===== config.mk =====
export PLATFORM = sky130hd
export DESIGN_NAME = ocs_top
export DESIGN_NICKNAME = d
export VERILOG_FILES = /design/src/verilog/ocs_pkg.sv /design/src/verilog/ocs_top.sv /design/src/verilog/ocs_divider.sv /design/src/verilog/ocs_decode.sv
export SDC_FILE = /design/constraint.sdc
export NUM_CORES = 1
export LEC_CHECK = 0
export ABC_AREA = 0
export CORE_UTILIZATION = 35
export DETAILED_ROUTE_END_ITERATION = 10
export DONT_BUFFER_PORTS = 1
export GPL_TIMING_DRIVEN = 0
export MAX_ROUTING_LAYER = met4
export PLACE_DENSITY = 0.51
export SLEW_MARGIN = 20
export SYNTH_ARGS = -nofsm -noshare
export SYNTH_HDL_FRONTEND = slang
export SYNTH_SLANG_ARGS = --single-unit

===== constraint.sdc =====
create_clock -name clk_in -period 6 [get_ports clk_in]
set_input_delay 0.9 -clock clk_in [delete_from_list [all_inputs] [get_ports clk_in]]
set_output_delay 0.9 -clock clk_in [all_outputs]
set_load 0.01 [all_outputs]

===== src/verilog/ocs_pkg.sv =====
// constants shared by the output clock source select block
package ocs_pkg;

   // ==========================================================
   // register indices (byte address is four times the index)
   localparam logic [7:0] OCS_IDX_SEL_1_2  = 8'h60;
   localparam logic [7:0] OCS_IDX_SEL_3_4  = 8'h61;
   localparam logic [7:0] OCS_IDX_SEL_5_6  = 8'h62;
   localparam logic [7:0] OCS_IDX_CONFIG_5 = 8'h70;
   localparam logic [7:0] OCS_RST_REG      = 8'h00;

   // ==========================================================
   // field positions
   localparam int OCS_CODE_W   = 4;
   localparam int OCS_LO_CODE  = 0;
   localparam int OCS_HI_CODE  = 4;
   localparam int OCS_N_OUT    = 5;

   // ==========================================================
   // source inputs, after the synchronisers
   localparam int OCS_N_SRC    = 9;
   localparam int OCS_SRC_2K   = 0;
   localparam int OCS_SRC_8K   = 1;
   localparam int OCS_SRC_DIG1 = 2;
   localparam int OCS_SRC_DIG2 = 3;
   localparam int OCS_SRC_PRI  = 4;
   localparam int OCS_SRC_SEC  = 5;
   localparam int OCS_SRC_PRI2 = 6;
   localparam int OCS_SRC_SREF = 7;
   localparam int OCS_SRC_PREF = 8;

   // ==========================================================
   // tap numbers: one per source/divide pair
   typedef enum logic [4:0] {
      TAP_OFF  = 5'h00, TAP_2K   = 5'h01, TAP_8K   = 5'h02,
      TAP_DIG2 = 5'h03, TAP_DIG1 = 5'h04, TAP_P48  = 5'h05,
      TAP_P16  = 5'h06, TAP_P12  = 5'h07, TAP_P8   = 5'h08,
      TAP_P6   = 5'h09, TAP_P4   = 5'h0A, TAP_P2   = 5'h0B,
      TAP_P1   = 5'h0C, TAP_P64  = 5'h0D, TAP_S64  = 5'h0E,
      TAP_S48  = 5'h0F, TAP_S16  = 5'h10, TAP_S8   = 5'h11,
      TAP_S4   = 5'h12, TAP_S2   = 5'h13, TAP_S20  = 5'h14,
      TAP_S12  = 5'h15, TAP_S10  = 5'h16, TAP_S5   = 5'h17,
      TAP_S1   = 5'h18, TAP_Q10  = 5'h19, TAP_Q5   = 5'h1A,
      TAP_Q2   = 5'h1B, TAP_Q1   = 5'h1C, TAP_SREF = 5'h1D,
      TAP_PREF = 5'h1E, TAP_NONE = 5'h1F
   } ocs_tap_e;

   localparam int OCS_N_TAP = 32;
   // divide 0 means tied low, 1 means straight through
   localparam int OCS_TAP_SRC [0:31] = '{
      0, 0, 1, 3, 2, 4, 4, 4, 4, 4, 4, 4, 4, 4, 5, 5,
      5, 5, 5, 5, 5, 5, 5, 5, 5, 6, 6, 6, 6, 7, 8, 0};
   localparam int OCS_TAP_DIV [0:31] = '{
      0, 1, 1, 1, 1, 48, 16, 12, 8, 6, 4, 2, 1, 64, 64, 48,
      16, 8, 4, 2, 20, 12, 10, 5, 1, 10, 5, 2, 1, 1, 1, 0};

endpackage


===== src/verilog/ocs_top.sv =====
// output clock source select: registers, source taps and output muxes
// ==========================================================
`timescale 1ns/1ps
module ocs_top
   import ocs_pkg::*;
(
   input  wire logic        clk_in,
   input  wire logic        rst_in,
   // ahb-lite slave
   input  wire logic        hsel_in,
   input  wire logic [31:0] haddr_in,
   input  wire logic [1:0]  htrans_in,
   input  wire logic        hwrite_in,
   input  wire logic [2:0]  hsize_in,
   input  wire logic [31:0] hwdata_in,
   input  wire logic        hready_in,
   output logic [31:0]      hrdata_out,
   output logic             hreadyout_out,
   output logic             hresp_out,
   // asynchronous source waveforms
   input  wire logic        rate_2k_in,
   input  wire logic        rate_8k_in,
   input  wire logic        digital_rate_1_in,
   input  wire logic        digital_rate_2_in,
   input  wire logic        primary_synth_in,
   input  wire logic        secondary_synth_in,
   input  wire logic        second_primary_synth_in,
   input  wire logic        secondary_ref_in,
   input  wire logic        primary_ref_in,
   // output clocks
   output logic             out_clk_1_out,
   output logic             out_clk_3_out,
   output logic             out_clk_4_out,
   output logic             out_clk_5_out,
   output logic             out_clk_6_out
);

   localparam int OUT_NUM [0:4] = '{1, 3, 4, 5, 6};

   typedef struct packed {
      logic [OCS_N_SRC-1:0] sync_a;
      logic [OCS_N_SRC-1:0] sync_b;
      logic [7:0]           sel_1_2;
      logic [7:0]           sel_3_4;
      logic [7:0]           sel_5_6;
      logic [7:0]           config_5;
      logic                 wr_pend;
      logic [7:0]           wr_idx;
      logic [31:0]          rdata;
      logic                 ready;
      logic [OCS_N_OUT-1:0] clk_o;
   } ocs_top_s;

   ocs_top_s q, d;

   logic [OCS_N_SRC-1:0] src_raw;
   logic [OCS_N_TAP-1:0] taps;
   logic [3:0]           codes [OCS_N_OUT];
   logic [OCS_N_OUT-1:0] alts;
   ocs_tap_e             tap_sel [OCS_N_OUT];

   // ==========================================================
   // source taps
   // sources must stay below half of clk_in to be seen at all
   assign src_raw = {primary_ref_in, secondary_ref_in,
                     second_primary_synth_in, secondary_synth_in,
                     primary_synth_in, digital_rate_2_in,
                     digital_rate_1_in, rate_8k_in, rate_2k_in};

   for (genvar t = 0; t < OCS_N_TAP; t++) begin : g_tap
      if (OCS_TAP_DIV[t] == 0) begin : g_off
         assign taps[t] = 1'b0;
      end else if (OCS_TAP_DIV[t] == 1) begin : g_thru
         assign taps[t] = q.sync_b[OCS_TAP_SRC[t]];
      end else begin : g_div
         ocs_divider #(
            .DIV     (OCS_TAP_DIV[t])
         ) u_div (
            .clk_in  (clk_in),
            .rst_in  (rst_in),
            .src_in  (q.sync_b[OCS_TAP_SRC[t]]),
            .div_out (taps[t])
         );
      end
   end

   // ==========================================================
   // per-output decode
   assign codes[0] = q.sel_1_2[OCS_LO_CODE +: OCS_CODE_W];
   assign codes[1] = q.sel_3_4[OCS_LO_CODE +: OCS_CODE_W];
   assign codes[2] = q.sel_3_4[OCS_HI_CODE +: OCS_CODE_W];
   assign codes[3] = q.sel_5_6[OCS_LO_CODE +: OCS_CODE_W];
   assign codes[4] = q.sel_5_6[OCS_HI_CODE +: OCS_CODE_W];

   for (genvar o = 0; o < OCS_N_OUT; o++) begin : g_out
      // alternate bit n-1 belongs to out_clk_n
      assign alts[o] = q.config_5[OUT_NUM[o] - 1];
      ocs_decode #(
         .OUT_NUM (OUT_NUM[o])
      ) u_dec (
         .code_in (codes[o]),
         .alt_in  (alts[o]),
         .tap_out (tap_sel[o])
      );
   end

   // ==========================================================
   // bus slave, synchronisers and output registers
   always_comb begin
      logic       aphase;
      logic [7:0] idx;
      logic       in_win;
      aphase = hsel_in && htrans_in[1] && hready_in;
      idx    = haddr_in[9:2];
      in_win = (haddr_in[31:10] == 22'h0) && (haddr_in[1:0] == 2'h0);
      d = q;
      d.sync_a = src_raw;
      d.sync_b = q.sync_a;
      d.ready  = 1'b1;
      // write lands in the data phase
      if (q.wr_pend) begin
         if (q.wr_idx == OCS_IDX_SEL_1_2) begin
            d.sel_1_2 = hwdata_in[7:0];
         end else if (q.wr_idx == OCS_IDX_SEL_3_4) begin
            d.sel_3_4 = hwdata_in[7:0];
         end else if (q.wr_idx == OCS_IDX_SEL_5_6) begin
            d.sel_5_6 = hwdata_in[7:0];
         end else if (q.wr_idx == OCS_IDX_CONFIG_5) begin
            d.config_5 = hwdata_in[7:0];
         end
      end
      d.wr_pend = aphase && hwrite_in && in_win;
      d.wr_idx  = idx;
      // read sees a write finishing in the same cycle
      if (aphase && !hwrite_in) begin
         d.rdata = 32'h0000_0000;
         if (!in_win) begin
            d.rdata = 32'h0000_0000;
         end else if (idx == OCS_IDX_SEL_1_2) begin
            d.rdata = {24'h00_0000, d.sel_1_2};
         end else if (idx == OCS_IDX_SEL_3_4) begin
            d.rdata = {24'h00_0000, d.sel_3_4};
         end else if (idx == OCS_IDX_SEL_5_6) begin
            d.rdata = {24'h00_0000, d.sel_5_6};
         end else if (idx == OCS_IDX_CONFIG_5) begin
            d.rdata = {24'h00_0000, d.config_5};
         end
      end
      for (int o = 0; o < OCS_N_OUT; o++) begin
         d.clk_o[o] = taps[tap_sel[o]];
      end
   end

   always_ff @(posedge clk_in or posedge rst_in) begin
      if (rst_in) begin
         q          <= '0;
         q.sel_1_2  <= OCS_RST_REG;
         q.sel_3_4  <= OCS_RST_REG;
         q.sel_5_6  <= OCS_RST_REG;
         q.config_5 <= OCS_RST_REG;
      end else begin
         q <= d;
      end
   end

   // every response is okay; no wait states
   assign hrdata_out    = q.rdata;
   assign hreadyout_out = q.ready;
   assign hresp_out     = 1'b0;
   assign out_clk_1_out = q.clk_o[0];
   assign out_clk_3_out = q.clk_o[1];
   assign out_clk_4_out = q.clk_o[2];
   assign out_clk_5_out = q.clk_o[3];
   assign out_clk_6_out = q.clk_o[4];
endmodule


===== src/verilog/ocs_divider.sv =====
// edge-counting divider for one source tap
`timescale 1ns/1ps
module ocs_divider
   import ocs_pkg::*;
#(
   parameter int DIV = 2
) (
   input  wire logic clk_in,
   input  wire logic rst_in,
   input  wire logic src_in,
   output logic      div_out
);
   localparam int CW = (DIV > 2) ? $clog2(DIV) : 1;
   localparam logic [CW-1:0] LAST = CW'(DIV - 1);
   localparam logic [CW-1:0] HALF = CW'(DIV / 2);

   typedef struct packed {
      logic          prev;
      logic [CW-1:0] cnt;
      logic          out;
   } ocs_div_s;

   ocs_div_s q, d;

   // ==========================================================
   // count rising edges; odd ratios give a short high phase
   always_comb begin
      d = q;
      d.prev = src_in;
      if (src_in && !q.prev) begin
         if (q.cnt == LAST) begin
            d.cnt = '0;
         end else begin
            d.cnt = q.cnt + 1'b1;
         end
         d.out = (d.cnt < HALF);
      end
   end

   always_ff @(posedge clk_in or posedge rst_in) begin
      if (rst_in) begin
         q <= '0;
      end else begin
         q <= d;
      end
   end

   assign div_out = q.out;
endmodule


===== src/verilog/ocs_decode.sv =====
// per-output decode of selection code and alternate bit into a tap
`timescale 1ns/1ps
module ocs_decode
   import ocs_pkg::*;
#(
   parameter int OUT_NUM = 3
) (
   input  wire logic [3:0] code_in,
   input  wire logic       alt_in,
   output ocs_tap_e        tap_out
);
   always_comb begin
      tap_out = TAP_OFF;
      if (!alt_in) begin
         case (code_in)
            4'h1: tap_out = TAP_2K;
            4'h2: tap_out = TAP_8K;
            4'h3: tap_out = (OUT_NUM == 6) ? TAP_P2 : TAP_DIG2;
            4'h4: tap_out = TAP_DIG1;
            4'h5: tap_out = (OUT_NUM == 6) ? TAP_P1 : TAP_P48;
            4'h6: tap_out = TAP_P16;
            4'h7: tap_out = TAP_P12;
            4'h8: tap_out = TAP_P8;
            4'h9: tap_out = TAP_P6;
            4'hA: tap_out = TAP_P4;
            4'hB: begin
               if (OUT_NUM == 4 || OUT_NUM == 5) begin
                  tap_out = TAP_S2;
               end else begin
                  tap_out = TAP_S64;
               end
            end
            4'hC: tap_out = TAP_S48;
            4'hD: tap_out = TAP_S16;
            4'hE: tap_out = TAP_S8;
            4'hF: tap_out = TAP_S4;
            default: tap_out = TAP_OFF;
         endcase
      end else begin
         case (code_in)
            4'h7: tap_out = TAP_SREF;
            4'h8: tap_out = TAP_PREF;
            default: begin
               if (OUT_NUM == 4 || OUT_NUM == 5) begin
                  case (code_in)
                     4'h1: tap_out = TAP_P2;
                     4'h2: tap_out = TAP_P1;
                     4'h3: tap_out = TAP_S10;
                     4'h4: tap_out = TAP_Q10;
                     4'h5: tap_out = TAP_Q2;
                     4'h6: tap_out = TAP_Q1;
                     default: tap_out = TAP_OFF;
                  endcase
               end else if (OUT_NUM == 6) begin
                  case (code_in)
                     4'h1: tap_out = TAP_S5;
                     4'h2: tap_out = TAP_S2;
                     4'h3: tap_out = TAP_S1;
                     4'h4: tap_out = TAP_Q5;
                     4'h5: tap_out = TAP_Q2;
                     4'h6: tap_out = TAP_Q1;
                     default: tap_out = TAP_OFF;
                  endcase
               end else begin
                  case (code_in)
                     4'h1: tap_out = TAP_P64;
                     4'h2: tap_out = TAP_S20;
                     4'h3: tap_out = TAP_S12;
                     4'h4: tap_out = TAP_S10;
                     4'h5: tap_out = (OUT_NUM == 1) ? TAP_Q10 : TAP_S5;
                     4'h6: tap_out = (OUT_NUM == 1) ? TAP_Q5 : TAP_S2;
                     default: tap_out = TAP_OFF;
                  endcase
               end
            end
         endcase
      end
   end
endmodule


==> results.ini <==
[placement]
detailed_place.area_mm2 = 0.01185
gp_routability_congestion = 0.9545
dpl_worst_slack_ps = 3237
placedCellCount = 1697
i_o_buffers = 0
detailedPlacementHpwl_um = 21670

[sta]
skew_ps = 12.22
max_clock_freq_ghz = 0.3682
timing_worst_slew_pin_value_ps = 980.0
post-route-worst-setup-slack_ps = 3284
timing.slew.headroom_pct = 34.11
finalSetupViolCount = 0
grt_setup_unrepaired = no
hold-worst-slack_ps = 348.1
final-max-slew-violation-count = 0
timing_hold_violations_final = 0
final_min_period_over_clock_period_pct = 45.27
period_needed_ps = 2716
fin_setup_tns_ps = 0

[clock_tree]
h-tree-depth = 4
insertion_delay_ps = 450
cts.root.buffer_cell = sky130_fd_sc_hd__clkbuf_16
cts_hold_buffers = 0
number_of_buffers_created_by_cts = 17
post_cts_resize_count = 0
cts.sink_count = 172
clock_path_buffers = 2
clk_pin_slew_ps = 70
cts_tree = done
post_cts_repair_setup_buffers = 0

[worst_setup_path]
element_type_at_the_critical_path_start = flop
worst-r2r-setup-slack_ps = 3280
worst_path_most_repeated_cell = sky130_fd_sc_hd__nor3_1
regToRegStartpoint = codes[13]$_DFF_PP0_
crit_path_top_delay_cell = sky130_fd_sc_hd__a21oi_2
worst-path-buf-inv = 1
worstRegToRegCells = 7
critical-path-max-stage-delay_ps = 590
timing_worst_setup_path_type = flop to flop
data_arrival_time_of_the_critical_path_ps = 2990
crit_path_cell_trace = buf_2 > or2_2 > a21oi_2 > mux2_2 > nor3_1 > nor3_1 > a211oi_1
critical_path.top_delay_family = compound AO/OA/AOI/OAI gates
worstReg2RegEnd = out_clk_3_out$_DFF_PP0_
path_max_fanout = 10
worst_setup_path_end_kind = flop
cp_data_required_time_ps = 6270

[synth]
async_set_or_reset_register_ratio_after_synthesis_pct = 100.0
synthDominantAreaCellType = sky130_fd_sc_hd__dfrtp_1
synth.distinct_cells = 92
ys_seq_area_share_pct = 38.38
synth_enable_flop_cells = 0
ys_seq_elements = 172
synthesized_area_mm2 = 0.01121
post_synth_most_frequent_cells = sky130_fd_sc_hd__dfrtp_1, sky130_fd_sc_hd__nand2_1, sky130_fd_sc_hd__o21ai_0
synth.top_cell.area_share_pct = 38.38
yosysWarningCount = 0
synth_cells = 1269
yosysMostFrequentCell = sky130_fd_sc_hd__dfrtp_1
synth_ff_type = sky130_fd_sc_hd__dfrtp_1
yosys-top-cells-area = sky130_fd_sc_hd__dfrtp_1, sky130_fd_sc_hd__nand2_1, sky130_fd_sc_hd__mux2i_1
avgSynthCellArea_um2 = 8.837

[die]
num_rows = 65
initial_core_utilization_pct = 35.54
die_area_mm2 = 0.03276
core_area_mm2 = 0.03156
dieHeight_um = 181
io_pins = 122
width_of_the_die_um = 181

[min_path]
hold_ep = q[80]$_DFF_PP0_
type_of_the_worst_min_delay_path = flop to flop
timing.hold.worst.start = d[80]$_DFF_PP0_
hold_depth = 0

[outcome]
outcome = finished, final reports clean

[final_layout]
instances_no_fill = 1729
final_core_utilization_pct = 39.61
final_net_count = 1416
fin_area_mm2 = 0.01250
share_of_final_layout_standard_cells_stronger_than_drive_strength_1_pct = 12.13
area_growth_syn_to_layout_pct = 11.45
insertedDiodeCount = 0

[pwr]
power_per_cell_area_mw_per_mm2 = 315.9
vdd_ir_drop_max_mv = 0.2290
power.static_leakage_nw = 5.569
report.power.total_mw = 3.948

[routing]
drc_errors = 0
viasPerCell = 5.506
avgRoutedWirePerCell_um = 17.27
initialDrtViolationCount = 692
dr.pass1.iters = 8
dr_total_vias = 9520
finalWirelength_um = 29860
remaining_antenna_violation_count_after_routing = 0

[grt]
grt_start_max_net_pins = 95
global_route_wire_length_before_repair_um = 48870
grt_antenna_before_repair = 1
global_route.usage.total_pct = 19.45
grt.overflow.total = 0
grt_pass1_vias = 8900

[run]
drv.max_cap_violation_count = 0

==> worst max-delay path by stage <==
| stage | startpoint | to | slack (ps) | depth (start not counted) |
|---|---|---|---|---|
| finish | codes[13]$_DFF_PP0_ | out_clk_3_out$_DFF_PP0_ | 3280 | 7 |
| global route | codes[9]$_DFF_PP0_ | out_clk_4_out$_DFF_PP0_ | 3120 | 8 |
| CTS | alts[1]$_DFF_PP0_ | out_clk_3_out$_DFF_PP0_ | 3230 | 9 |
| detailed placement | alts[1]$_DFF_PP0_ | out_clk_3_out$_DFF_PP0_ | 3240 | 9 |
| global placement | rst_in | out_clk_6_out$_DFF_PP0_ | -1790 | 1 |
| floorplan | rst_in | alts[0]$_DFF_PP0_ | 440 | 1 |
==> layer usage <==
| metal | wire length [um] | share of wire, % | GRT usage, % |
|---|---|---|---|
| met5 | 0 | 0 | - |
| met4 | 527 | 1.8 | 6.102 |
| met3 | 1334 | 4.5 | 3.568 |
| met2 | 13740 | 46 | 29.79 |
| met1 | 14260 | 48 | 25.99 |
==> power breakdown <==
group / internal [mW] / switching, mW / leakage, nW
combinational: 0.427 / 0.503 / 3.13
clock: 0.717 / 0.501 / 0.314
sequential: 1.44 / 0.361 / 2.13
total: 2.58 / 1.37 / 5.57
==> cells by family after synthesis <==
| family | count (synthesis) | synth area share (%) |
|---|---|---|
| compound gates | 361 | 21.41 |
| xor+xnor | 26 | 2.031 |
| fa+ha+maj | 22 | 2.399 |
| buf+inv | 165 | 7.207 |
| flops | 172 | 38.38 |
| mux | 93 | 9.093 |
| other cells | 2 | 0.06697 |
| simple gates | 428 | 19.41 |
==> cells in the final DEF (no fill, tap or decap), types with 9 or more instances in the layout <==
| cell type | instances |
|---|---|
| sky130_fd_sc_hd__o22ai_1 | 12 |
| sky130_fd_sc_hd__mux2i_1 | 58 |
| sky130_fd_sc_hd__nor3b_1 | 12 |
| sky130_fd_sc_hd__buf_4 | 37 |
| sky130_fd_sc_hd__nand2_1 | 159 |
| sky130_fd_sc_hd__clkbuf_1 | 40 |
| sky130_fd_sc_hd__a21oi_1 | 62 |
| sky130_fd_sc_hd__nand3_1 | 40 |
| sky130_fd_sc_hd__ha_1 | 19 |
| sky130_fd_sc_hd__o211a_1 | 11 |
| sky130_fd_sc_hd__nor3_1 | 30 |
| sky130_fd_sc_hd__nor2b_1 | 27 |
| sky130_fd_sc_hd__mux2_2 | 29 |
| sky130_fd_sc_hd__a211oi_1 | 11 |
| sky130_fd_sc_hd__a31oi_1 | 15 |
| sky130_fd_sc_hd__o211ai_1 | 9 |
| sky130_fd_sc_hd__nand2b_1 | 44 |
| sky130_fd_sc_hd__dfrtp_1 | 172 |
| sky130_fd_sc_hd__buf_1 | 12 |
| sky130_fd_sc_hd__a21o_1 | 23 |
| sky130_fd_sc_hd__buf_2 | 29 |
| sky130_fd_sc_hd__xnor2_1 | 21 |
| sky130_fd_sc_hd__o21ai_0 | 110 |
| sky130_fd_sc_hd__inv_1 | 45 |
| sky130_fd_sc_hd__nor2_1 | 56 |
| sky130_fd_sc_hd__clkbuf_16 | 17 |
| sky130_fd_sc_hd__a21boi_1 | 9 |
| sky130_fd_sc_hd__conb_1 | 26 |
==> state kept, by name (all words and copies together) (netlist names) <==
register and cells:
alts 5, out_clk_6_out 1, hreadyout_out 1, out_clk_1_out 1, hrdata_out 8, q 25, d 9, out_clk_3_out 1
out_clk_4_out 1, codes 20, g_tap.g_div.u_div.div_out 21, out_clk_5_out 1, g_tap.g_div.u_div.q 78
==> cell type report <==
class | count | area (um2)
Fill cell | 3162 | 19060
Multi-Input combinational cell | 956 | 6198
Sequential cell | 172 | 4304
Buffer | 119 | 635.6
Tap cell | 402 | 503.0
Clock buffer | 18 | 439.2
Clock inverter | 14 | 205.2
Inverter | 46 | 180.2
Timing Repair Buffer | 2 | 32.53
No activity file was read; power rests on OpenSTA's default activity.
